--- src/include/vfp_defs.svh ---
// Register offsets, field positions, reset values and converter constants of the video input block.
`ifndef VFP_DEFS_SVH
`define VFP_DEFS_SVH
`define VFP_IDX_INPUT_CFG    8'h10
`define VFP_IDX_STATUS       8'h0b
`define VFP_IDX_CLAMP_HI     8'h24
`define VFP_IDX_CLAMP_LO     8'h25
`define VFP_IDX_CLAMP_WIDTH  8'h26
`define VFP_IDX_OUT_CFG      8'h28
`define VFP_IDX_SOG_CFG_A    8'h30
`define VFP_IDX_SOG_CFG_B    8'h31
`define VFP_IDX_CLAMP_CFG    8'h60
`define VFP_IDX_PHASE_GAIN   8'h74
`define VFP_IDX_SYNC_OUT_CFG 8'h7a
`define VFP_BIT_COMPONENT    4
`define VFP_BIT_DC_COUPLE    3
`define VFP_BIT_OUT_422      0
`define VFP_BIT_CSC_EN       6
`define VFP_BIT_COAST_CLAMP  2
`define VFP_BIT_MASK_DIS     4
`define VFP_BIT_SOG_LPF      4
`define VFP_RST_INPUT_CFG    8'h00
`define VFP_RST_CLAMP_HI     8'h00
`define VFP_RST_CLAMP_LO     8'h08
`define VFP_RST_CLAMP_WIDTH  8'h10
`define VFP_RST_SOG_CFG_A    8'h04
`define VFP_RST_SOG_CFG_B    8'h01
`define VFP_RST_PHASE_GAIN   8'h49
`define VFP_PHASE_GAIN_FULL  8'h4c
`define VFP_CHROMA_MID       10'h200
`define VFP_CHROMA_OFS       22'sd524288
`define VFP_ROUND            22'sd512
`define VFP_CY_R             22'sd306
`define VFP_CY_G             22'sd601
`define VFP_CY_B             22'sd117
`define VFP_CU_R             -22'sd176
`define VFP_CU_G             -22'sd347
`define VFP_CU_B             22'sd523
`define VFP_CV_R             22'sd523
`define VFP_CV_G             -22'sd438
`define VFP_CV_B             -22'sd85
`define VFP_ACT_TIMEOUT      20000
`endif

--- src/include/vfp_pkg.sv ---
// Types shared by the video input block.
package vfp_pkg;
   typedef logic [9:0] vfp_pix_t;
   typedef enum logic [1:0] {
      VFP_SRC_SEPARATE  = 2'b00,
      VFP_SRC_COMPOSITE = 2'b01,
      VFP_SRC_SOG       = 2'b10
   } vfp_src_e;
endpackage

--- src/hdl/vfp_video_input.sv ---
// Video input format, clamp timing and sync processing with an Avalon-MM register slave.
//
// The implementer's own choice: the Avalon-MM interface to the registers.
`timescale 1ns/10ps
`include "vfp_defs.svh"

module vfp_activity #(
   parameter int TIMEOUT = `VFP_ACT_TIMEOUT
) (
   input  wire logic mclk,
   input  wire logic rst,
   input  wire logic level,
   output logic      active
);
   logic        prev_q;
   logic [31:0] idle_q;
   // An edge marks the source active; a long quiet spell marks it idle.
   always_ff @(posedge mclk) begin
      if (rst) begin
         prev_q <= 1'b0;
         idle_q <= 32'h0;
         active <= 1'b0;
      end else begin
         prev_q <= level;
         if (level != prev_q) begin
            idle_q <= 32'h0;
            active <= 1'b1;
         end else if (idle_q >= 32'(TIMEOUT - 1)) begin
            active <= 1'b0;
         end else begin
            idle_q <= idle_q + 32'h1;
         end
      end
   end
endmodule

module vfp_video_input #(
   parameter int ACT_TIMEOUT = `VFP_ACT_TIMEOUT
) (
   input  wire logic              mclk,
   input  wire logic              rst,
   input  wire logic [9:0]        avsAddress,
   input  wire logic              avsRead,
   input  wire logic              avsWrite,
   input  wire logic [31:0]       avsWriteData,
   input  wire logic [3:0]        avsByteEnable,
   output logic [31:0]            avsReadData,
   output logic                   avsWaitRequest,
   input  wire vfp_pkg::vfp_pix_t redIn,
   input  wire vfp_pkg::vfp_pix_t greenIn,
   input  wire vfp_pkg::vfp_pix_t blueIn,
   input  wire logic [7:0]        sogLevelIn,
   input  wire logic              hsyncIn,
   input  wire logic              vsyncIn,
   input  wire logic              coastIn,
   output vfp_pkg::vfp_pix_t      redOut,
   output vfp_pkg::vfp_pix_t      greenOut,
   output vfp_pkg::vfp_pix_t      blueOut,
   output logic                   horizontal_sync_output,
   output logic                   pllSyncOut,
   output logic                   clampOut,
   output logic                   dcCoupleOut,
   output logic [7:0]             phaseGainOut,
   output logic                   phaseFullOut
);
   logic [7:0]        inputCfg_q, clampHi_q, clampLo_q, clampWidth_q, outCfg_q;
   logic [7:0]        sogCfgA_q, sogCfgB_q, clampCfg_q, phaseGain_q, syncOutCfg_q;
   logic [7:0]        regIdx, statusVal;
   logic              hMeta_q, hSync_q, vMeta_q, vSync_q;
   logic              hAct, vAct, sogAct;
   logic [8:0]        sogSum;
   logic [7:0]        sogPrev_q, sogVal, sogRise, sogFall;
   logic              sogSliced_q;
   logic              rawSync, syncPass_q, maskOpen, protSeen_q, protDetect_q;
   logic [15:0]       lineCnt_q, period_q, pixCnt_q, clampStart;
   logic              syncD_q, trailEdge, coastLine_q, clampSuppress;
   logic [7:0]        clampLeft_q;
   logic              yuvMode, compMode, cscOn, pairPhase_q;
   logic signed [21:0] yAcc, uAcc, vAcc;
   vfp_pkg::vfp_pix_t chY_q, chU_q, chV_q, heldV_q;
   logic              yuv_q;
   vfp_pkg::vfp_src_e srcSel;

   function automatic vfp_pkg::vfp_pix_t sat10(input logic signed [21:0] acc);
      logic signed [21:0] t;
      t = acc >>> 10;
      if (t < 0) begin
         sat10 = 10'h000;
      end else if (t > 22'sd1023) begin
         sat10 = 10'h3ff;
      end else begin
         sat10 = t[9:0];
      end
   endfunction

   assign regIdx  = avsAddress[9:2];
   assign srcSel  = vfp_pkg::vfp_src_e'(inputCfg_q[1:0]);
   assign compMode = inputCfg_q[`VFP_BIT_COMPONENT];
   assign cscOn   = !compMode && outCfg_q[`VFP_BIT_CSC_EN];
   assign yuvMode = compMode || cscOn;
   assign statusVal = {3'h0, coastIn, protDetect_q, sogAct, vAct, hAct};
   // Bus slave: one wait cycle, then answer at the edge where waitrequest is low.
   always_ff @(posedge mclk) begin
      if (rst) begin
         avsWaitRequest <= 1'b1;
      end else if ((avsRead || avsWrite) && avsWaitRequest) begin
         avsWaitRequest <= 1'b0;
      end else begin
         avsWaitRequest <= 1'b1;
      end
   end

   always_ff @(posedge mclk) begin
      if (rst) begin
         avsReadData <= 32'h0;
      end else if (avsRead && avsWaitRequest) begin
         case (regIdx)
            `VFP_IDX_INPUT_CFG:    avsReadData <= {24'h0, inputCfg_q};
            `VFP_IDX_STATUS:       avsReadData <= {24'h0, statusVal};
            `VFP_IDX_CLAMP_HI:     avsReadData <= {24'h0, clampHi_q};
            `VFP_IDX_CLAMP_LO:     avsReadData <= {24'h0, clampLo_q};
            `VFP_IDX_CLAMP_WIDTH:  avsReadData <= {24'h0, clampWidth_q};
            `VFP_IDX_OUT_CFG:      avsReadData <= {24'h0, outCfg_q};
            `VFP_IDX_SOG_CFG_A:    avsReadData <= {24'h0, sogCfgA_q};
            `VFP_IDX_SOG_CFG_B:    avsReadData <= {24'h0, sogCfgB_q};
            `VFP_IDX_CLAMP_CFG:    avsReadData <= {24'h0, clampCfg_q};
            `VFP_IDX_PHASE_GAIN:   avsReadData <= {24'h0, phaseGain_q};
            `VFP_IDX_SYNC_OUT_CFG: avsReadData <= {24'h0, syncOutCfg_q};
            default:               avsReadData <= 32'h0;
         endcase
      end
   end

   always_ff @(posedge mclk) begin
      if (rst) begin
         inputCfg_q   <= `VFP_RST_INPUT_CFG;
         clampHi_q    <= `VFP_RST_CLAMP_HI;
         clampLo_q    <= `VFP_RST_CLAMP_LO;
         clampWidth_q <= `VFP_RST_CLAMP_WIDTH;
         outCfg_q     <= 8'h00;
         sogCfgA_q    <= `VFP_RST_SOG_CFG_A;
         sogCfgB_q    <= `VFP_RST_SOG_CFG_B;
         clampCfg_q   <= 8'h00;
         phaseGain_q  <= `VFP_RST_PHASE_GAIN;
         syncOutCfg_q <= 8'h00;
      end else if (avsWrite && !avsWaitRequest && avsByteEnable[0]) begin
         case (regIdx)
            `VFP_IDX_INPUT_CFG:    inputCfg_q   <= avsWriteData[7:0];
            `VFP_IDX_CLAMP_HI:     clampHi_q    <= avsWriteData[7:0];
            `VFP_IDX_CLAMP_LO:     clampLo_q    <= avsWriteData[7:0];
            `VFP_IDX_CLAMP_WIDTH:  clampWidth_q <= avsWriteData[7:0];
            `VFP_IDX_OUT_CFG:      outCfg_q     <= avsWriteData[7:0];
            `VFP_IDX_SOG_CFG_A:    sogCfgA_q    <= avsWriteData[7:0];
            `VFP_IDX_SOG_CFG_B:    sogCfgB_q    <= avsWriteData[7:0];
            `VFP_IDX_CLAMP_CFG:    clampCfg_q   <= avsWriteData[7:0];
            `VFP_IDX_PHASE_GAIN:   phaseGain_q  <= avsWriteData[7:0];
            `VFP_IDX_SYNC_OUT_CFG: syncOutCfg_q <= avsWriteData[7:0];
            default:               ;
         endcase
      end
   end
   // Phase loop gain and coupling select drive the analog side through one register stage.
   always_ff @(posedge mclk) begin
      if (rst) begin
         phaseGainOut <= `VFP_RST_PHASE_GAIN;
         phaseFullOut <= 1'b0;
         dcCoupleOut  <= 1'b0;
      end else begin
         phaseGainOut <= phaseGain_q;
         phaseFullOut <= (phaseGain_q == `VFP_PHASE_GAIN_FULL);
         dcCoupleOut  <= inputCfg_q[`VFP_BIT_DC_COUPLE];
      end
   end
   // Sync pins pass two flip-flops before use.
   always_ff @(posedge mclk) begin
      if (rst) begin
         hMeta_q <= 1'b0;
         hSync_q <= 1'b0;
         vMeta_q <= 1'b0;
         vSync_q <= 1'b0;
      end else begin
         hMeta_q <= hsyncIn;
         hSync_q <= hMeta_q;
         vMeta_q <= vsyncIn;
         vSync_q <= vMeta_q;
      end
   end
   // Green sync slicer: optional two-tap low-pass, threshold above sync tip with hysteresis.
   assign sogSum  = {1'b0, sogLevelIn} + {1'b0, sogPrev_q};
   assign sogVal  = sogCfgB_q[`VFP_BIT_SOG_LPF] ? sogSum[8:1] : sogLevelIn;
   assign sogFall = {sogCfgA_q[3:0], 4'h0};
   assign sogRise = 8'(sogFall + {4'h0, sogCfgB_q[3:0]});
   always_ff @(posedge mclk) begin
      if (rst) begin
         sogPrev_q   <= 8'h00;
         sogSliced_q <= 1'b0;
      end else begin
         sogPrev_q <= sogLevelIn;
         if (sogVal < sogFall) begin
            sogSliced_q <= 1'b1;
         end else if (sogVal > sogRise) begin
            sogSliced_q <= 1'b0;
         end
      end
   end
   // One activity detector for each sync source.
   vfp_activity #(.TIMEOUT(ACT_TIMEOUT)) uActH (.mclk(mclk), .rst(rst), .level(hSync_q), .active(hAct));
   vfp_activity #(.TIMEOUT(ACT_TIMEOUT)) uActV (.mclk(mclk), .rst(rst), .level(vSync_q), .active(vAct));
   vfp_activity #(.TIMEOUT(ACT_TIMEOUT)) uActS (.mclk(mclk), .rst(rst), .level(sogSliced_q), .active(sogAct));
   // Copy-protection mask: pulses starting before half the measured line are removed.
   assign rawSync  = (srcSel == vfp_pkg::VFP_SRC_SOG) ? sogSliced_q : hSync_q;
   assign maskOpen = (lineCnt_q >= {1'b0, period_q[15:1]});
   always_ff @(posedge mclk) begin
      if (rst) begin
         syncPass_q   <= 1'b0;
         lineCnt_q    <= 16'h0;
         period_q     <= 16'h0;
         protSeen_q   <= 1'b0;
         protDetect_q <= 1'b0;
      end else begin
         if (rawSync && !syncPass_q && maskOpen) begin
            syncPass_q   <= 1'b1;
            period_q     <= lineCnt_q;
            lineCnt_q    <= 16'h0;
            protDetect_q <= protSeen_q;
            protSeen_q   <= 1'b0;
         end else begin
            if (!rawSync) begin
               syncPass_q <= 1'b0;
            end
            if (lineCnt_q != 16'hffff) begin
               lineCnt_q <= lineCnt_q + 16'h1;
            end
            if (rawSync && !syncPass_q) begin
               protSeen_q <= 1'b1;
            end
         end
      end
   end

   always_ff @(posedge mclk) begin
      if (rst) begin
         pllSyncOut <= 1'b0;
         horizontal_sync_output   <= 1'b0;
         syncD_q    <= 1'b0;
      end else begin
         pllSyncOut <= rawSync && (syncPass_q || maskOpen);
         horizontal_sync_output   <= syncOutCfg_q[`VFP_BIT_MASK_DIS] ? rawSync : (rawSync && (syncPass_q || maskOpen));
         syncD_q    <= pllSyncOut;
      end
   end
   // DC-restore clamp timed from the trailing edge of the cleaned sync.
   assign trailEdge     = syncD_q && !pllSyncOut;
   assign clampStart    = {clampHi_q, clampLo_q};
   assign clampSuppress = !clampCfg_q[`VFP_BIT_COAST_CLAMP] && (coastLine_q || coastIn);
   always_ff @(posedge mclk) begin
      if (rst) begin
         pixCnt_q    <= 16'h0;
         coastLine_q <= 1'b0;
      end else if (trailEdge) begin
         pixCnt_q    <= 16'h0;
         coastLine_q <= coastIn;
      end else begin
         if (pixCnt_q != 16'hffff) begin
            pixCnt_q <= pixCnt_q + 16'h1;
         end
         if (coastIn) begin
            coastLine_q <= 1'b1;
         end
      end
   end

   always_ff @(posedge mclk) begin
      if (rst) begin
         clampLeft_q <= 8'h00;
         clampOut    <= 1'b0;
      end else if (!trailEdge && pixCnt_q == clampStart && !inputCfg_q[`VFP_BIT_DC_COUPLE]
                   && !clampSuppress && clampWidth_q != 8'h00) begin
         clampLeft_q <= clampWidth_q;
         clampOut    <= 1'b1;
      end else if (clampLeft_q > 8'h01) begin
         clampLeft_q <= clampLeft_q - 8'h01;
      end else begin
         clampLeft_q <= 8'h00;
         clampOut    <= 1'b0;
      end
   end
   // Colour space converter with fixed coefficients scaled by 1024.
   always_comb begin
      yAcc = `VFP_CY_R * $signed({12'h000, redIn}) + `VFP_CY_G * $signed({12'h000, greenIn})
           + `VFP_CY_B * $signed({12'h000, blueIn}) + `VFP_ROUND;
      uAcc = `VFP_CU_R * $signed({12'h000, redIn}) + `VFP_CU_G * $signed({12'h000, greenIn})
           + `VFP_CU_B * $signed({12'h000, blueIn}) + `VFP_ROUND + `VFP_CHROMA_OFS;
      vAcc = `VFP_CV_R * $signed({12'h000, redIn}) + `VFP_CV_G * $signed({12'h000, greenIn})
           + `VFP_CV_B * $signed({12'h000, blueIn}) + `VFP_ROUND + `VFP_CHROMA_OFS;
   end

   always_ff @(posedge mclk) begin
      if (rst) begin
         chY_q <= 10'h000;
         chU_q <= `VFP_CHROMA_MID;
         chV_q <= `VFP_CHROMA_MID;
         yuv_q <= 1'b0;
      end else begin
         yuv_q <= yuvMode;
         if (compMode) begin
            chY_q <= greenIn;
            chU_q <= blueIn ^ `VFP_CHROMA_MID;
            chV_q <= redIn ^ `VFP_CHROMA_MID;
         end else if (cscOn) begin
            chY_q <= sat10(yAcc);
            chU_q <= sat10(uAcc);
            chV_q <= sat10(vAcc);
         end else begin
            chY_q <= greenIn;
            chU_q <= blueIn;
            chV_q <= redIn;
         end
      end
   end
   // Output mapping; pixel pairs restart at each sync trailing edge.
   always_ff @(posedge mclk) begin
      if (rst) begin
         greenOut    <= 10'h000;
         blueOut     <= 10'h000;
         redOut      <= 10'h000;
         pairPhase_q <= 1'b0;
         heldV_q     <= `VFP_CHROMA_MID;
      end else begin
         greenOut    <= chY_q;
         pairPhase_q <= trailEdge ? 1'b0 : !pairPhase_q;
         if (yuv_q && outCfg_q[`VFP_BIT_OUT_422]) begin
            blueOut <= 10'h000;
            if (!pairPhase_q) begin
               redOut  <= chU_q;
               heldV_q <= chV_q;
            end else begin
               redOut  <= heldV_q;
            end
         end else begin
            blueOut <= chU_q;
            redOut  <= chV_q;
         end
      end
   end

   chk_bus_answer: assert property (@(posedge mclk) disable iff (rst)
      (avsRead || avsWrite) && avsWaitRequest |=> !avsWaitRequest)
      else $error("bus request not answered after one wait cycle");
   chk_clamp_width: assert property (@(posedge mclk) disable iff (rst)
      $rose(clampOut) && clampWidth_q == 8'h05 |-> clampOut [*5] ##1 !clampOut)
      else $error("clamp width differs from programmed count");
   chk_clamp_dc_off: assert property (@(posedge mclk) disable iff (rst)
      inputCfg_q[`VFP_BIT_DC_COUPLE] && $past(inputCfg_q[`VFP_BIT_DC_COUPLE]) |-> !$rose(clampOut))
      else $error("clamp started while dc coupled");
   chk_clamp_coast: assert property (@(posedge mclk) disable iff (rst)
      $rose(clampOut) |-> clampCfg_q[`VFP_BIT_COAST_CLAMP] || !$past(coastIn))
      else $error("clamp started on a coasting line");
   chk_clamp_start: assert property (@(posedge mclk) disable iff (rst)
      $rose(clampOut) |-> $past(pixCnt_q) == $past(clampStart))
      else $error("clamp started at wrong pixel");
   chk_blue_low: assert property (@(posedge mclk) disable iff (rst)
      $past(yuv_q) && $past(outCfg_q[`VFP_BIT_OUT_422]) |-> blueOut == 10'h000)
      else $error("blue output not low in 4:2:2");
   chk_comp_mid: assert property (@(posedge mclk) disable iff (rst)
      compMode && blueIn == 10'h000 |=> chU_q == `VFP_CHROMA_MID)
      else $error("component chroma black not at midscale");
   chk_phase_full: assert property (@(posedge mclk) disable iff (rst)
      phaseGain_q == `VFP_PHASE_GAIN_FULL |=> phaseFullOut && phaseGainOut == `VFP_PHASE_GAIN_FULL)
      else $error("full phase gain not signalled");
   chk_hsync_mask: assert property (@(posedge mclk) disable iff (rst)
      !syncOutCfg_q[`VFP_BIT_MASK_DIS] |=> horizontal_sync_output == pllSyncOut)
      else $error("masked sync differs from horizontal sync output");
   chk_csc_grey: assert property (@(posedge mclk) disable iff (rst)
      cscOn && redIn == greenIn && greenIn == blueIn |=> chU_q == `VFP_CHROMA_MID && chV_q == `VFP_CHROMA_MID)
      else $error("grey input gives chroma away from 512");
endmodule

--- config.mk ---
export PLATFORM = sky130hd
export DESIGN_NAME = vfp_video_input
export DESIGN_NICKNAME = d
export VERILOG_FILES = /design/src/include/vfp_pkg.sv /design/src/hdl/vfp_video_input.sv
export VERILOG_INCLUDE_DIRS = /design/src /design/src/include
export SDC_FILE = /design/constraint.sdc
export NUM_CORES = 2
export LEC_CHECK = 0
export BUFFER_PORTS_ARGS = -buffer_cell sky130_fd_sc_hd__buf_2
export CAP_MARGIN = 10
export CORE_ASPECT_RATIO = 1.75
export CORE_MARGIN = 1.5
export CORE_UTILIZATION = 40
export CTS_CLUSTER_DIAMETER = 40
export CTS_CLUSTER_SIZE = 14
export DETAILED_ROUTE_END_ITERATION = 10
export GPL_ROUTABILITY_DRIVEN = 0
export REMOVE_ABC_BUFFERS = 1
export SYNTH_ARGS = -nofsm -noshare
export SYNTH_HDL_FRONTEND = slang
export SYNTH_SLANG_ARGS = --single-unit
--- constraint.sdc ---
create_clock -name mclk -period 14.1 [get_ports mclk]
set_input_delay 1.41 -clock mclk [delete_from_list [all_inputs] [get_ports mclk]]
set_output_delay 1.41 -clock mclk [all_outputs]
set_load 0.02 [all_outputs]
==> impl_metrics.tcl <==
set metrics [dict create \
    cp.arrival_ns 9.74 \
    cap_violations 0 \
    cts_setup_buffers 0 \
    register_area_um2 6990 \
    period_minus_slack_ns 9.31 \
    cp.required_ns 14.54 \
    diodes 0 \
    die_x_um 210 \
    avgSynthCellArea_um2 8.95 \
    fillers 7400 \
    yosys-top-cells-area "dfxtp_1 23%, ha_1 22%, fa_1 16%" \
    design.die.area_um2 76700 \
    hpwl_um 66400 \
    synthFlopType "dfxtp_1" \
    syn_area_um2 30000 \
    rsz0062_at_grt "no" \
    setup_viol 0 \
    antenna_found_initial 0 \
    synthToLayoutAreaGrowth_pct 9.00 \
    rows 132 \
    ff2ff_path_depth 14 \
    synth_common_cells "577 x inv_1, 518 x ha_1, 349 x dfxtp_1, 234 x nand2_1, 233 x fa_1" \
    h-tree-depth 2 \
    vias_per_cell 5.22 \
    cp-start-kind "input pin" \
    multiInputGateArea_um2 20400 \
    num-nets-final 4276 \
    initial_core_util_pct 40.5 \
    root_buffer "clkbuf_16" \
    crit_start "blueIn[7]" \
    worst_pin_slew_ns 1.28 \
    die_h_um 365 \
    hold_violations 0 \
    grt_pass1_vias 23200 \
    clkTransAtPathRegs_ns 0.06 \
    grt_pass1_wl_um 126000 \
    min_path_cells 1 \
    finalWirelength_um 81100 \
    cts.path.max_buffers 3 \
    async_flop_share_pct 0 \
    fin_skew_ns 0.0387 \
    core-area_um2 74200 \
    drt-initial-drc-count 1128 \
    fin_crit_sh_pct 66.0 \
    rr_startpoint "sogPrev_q[0]" \
    worst_hold_path_type "flop to flop" \
    dp_cells 4333 \
    timing_worst_setup_path_type "input pin to flop" \
    yosysTopAreaCell "dfxtp_1" \
    layout-drive-gt1-share_pct 6.86 \
    hp-start "chY_q[8]" \
    cpMaxStageDelayCell "xor2_1" \
    drv_slew 0 \
    cts_buffers 37 \
    crit_path_frequent_cell "ha_1" \
    cts_tree "built" \
    yosysWarningCount 0 \
    synth-edff-count 0 \
    clock-sinks 349 \
    reg2reg_setup_slack_ns 11.18 \
    grt_start_max_net_pins 81 \
    firstDrtPassIters 7 \
    cts_resized 0 \
    slew_headroom_pct 14.2 \
    num_vias 22900 \
    io_buffers 113 \
    clk_latency_ns 0.56 \
    outcome "finished clean" \
    tns_ns 0 \
    hold_buffers 0 \
    final_antenna_net_count 0 \
    instances_no_fill 4395 \
    cp_max_fo 10 \
    max_freq_ghz 0.107 \
    synthCells 3353 \
    io_pins 167 \
    wl_per_cell_um 18.5 \
    synth_top_cell_area_share_pct 23.3 \
    synth-seq-cells 349 \
    ys_seq_area_share_pct 23.3 \
    post-synth-top-count-cell "inv_1" \
    drc 0 \
    overflow 0 \
    worstHoldEndpoint "greenOut[8]" \
    crit_path_end_kind "flop" \
    track_usage_pct 21.4 \
    rr_endpoint "sogSliced_q" \
    slowest_delay_ns 0.58 \
    synth.distinct_cells 79 \
]
## cell usage in the layout (no fill, tap or decap), types with 6 or more instances in the layout
cell,synthesis,layout
inv_1,577,576
ha_1,518,518
dfxtp_1,349,349
nand2_1,234,234
fa_1,233,233
nor2_1,209,208
a21oi_1,192,192
nand3_1,117,117
buf_2,2,112
xnor2_1,91,91
o21ai_0,75,75
xor2_1,68,68
and3_1,68,68
nor2b_1,48,48
nand4_1,43,43
clkbuf_16,0,38
o31ai_1,36,36
mux2i_1,34,34
nor3_1,30,28
nor4_1,24,24
conb_1,1,24
and2_1,22,22
a221oi_1,21,21
buf_4,24,20
a21o_1,17,17
or2_2,17,17
or3_1,16,16
a22o_1,16,16
nand2b_1,15,15
o21bai_1,15,15
a31oi_1,14,14
o21a_1,13,13
o211ai_1,12,12
a211oi_1,12,12
a21boi_0,6,6
o21ai_1,6,6
## worst max path at each step
stage | end | slack (ns)
3_3_place_gp | chV_q[1] | 4.26
5_1_grt | chV_q[1] | 4.24
3_5_place_dp | chV_q[1] | 4.22
2_1_floorplan | chU_q[8] | 5.44
4_1_cts | chV_q[1] | 4.78
6_report | chU_q[8] | 4.79
## registers in the layout (all words and copies together) (netlist names), 15 cells and up
| register | flops |
|---|---|
| lineCnt_q | 16 |
| period_q | 15 |
| pixCnt_q | 16 |
| uActH.idle_q | 32 |
| uActS.idle_q | 32 |
| uActV.idle_q | 32 |
## final cells by class
type,count,area share (%)
multi-input combinational,2336,62.5
sequential,349,21.4
inverter,577,6.62
tap,938,3.59
clock buffer,46,3.12
timing repair buffer,133,2.21
clock inverter,16,0.612
## cell families (layout without fill, tap and decap cells)
kind of cell	Yosys count	after routing	synth area share [%]
muxes	39	39	1.32
other	1	24	0.0125
xor gates and xnor gates	160	160	4.70
AOI/OAI and AO/OA	490	490	10.4
and+or+nand+nor	872	872	14.1
buffers and inverters	691	772	8.98
adders and majority gates	751	751	37.1
DFF	349	349	23.3
## per-layer routing
| layer | vias to the layer above | GRT usage, % | wire [um] |
|---|---|---|---|
| met3 | 200 | 1.47 | 2260 |
| met1 | 11000 | 21.1 | 28600 |
| li1 | 11300 | - | - |
| met5 | - | 0 | 0 |
| met2 | 480 | 40.9 | 42600 |
| met4 | 0 | 17.6 | 7650 |
## critical path: cells and delay by family
kind | cells | cell delay (ns)
AOI/OAI and AO/OA | 10 | 1.91
xor gates and xnor gates | 2 | 0.75
and+or+nand+nor | 3 | 0.41
buffers and inverters | 7 | 0.79
adders and majority gates | 12 | 4.48
## through the flow
step           setup slack, ns  hold WS [ns]  instance area [um2]  utilization [%]
2_1_floorplan             5.44         0.414                29600                -
6_report                  4.79         0.433                32700             44.1
3_5_place_dp              4.22         0.426                31500             42.5
3_3_place_gp              4.26         0.426                31500             42.5
5_1_grt                   4.24         0.458                32700             44.1
4_1_cts                   4.78         0.441                32700             44.1
Power is left out: the tool's default activity adds up to more than one toggle a clock period on the data nets, which glitch-free logic cannot reach.
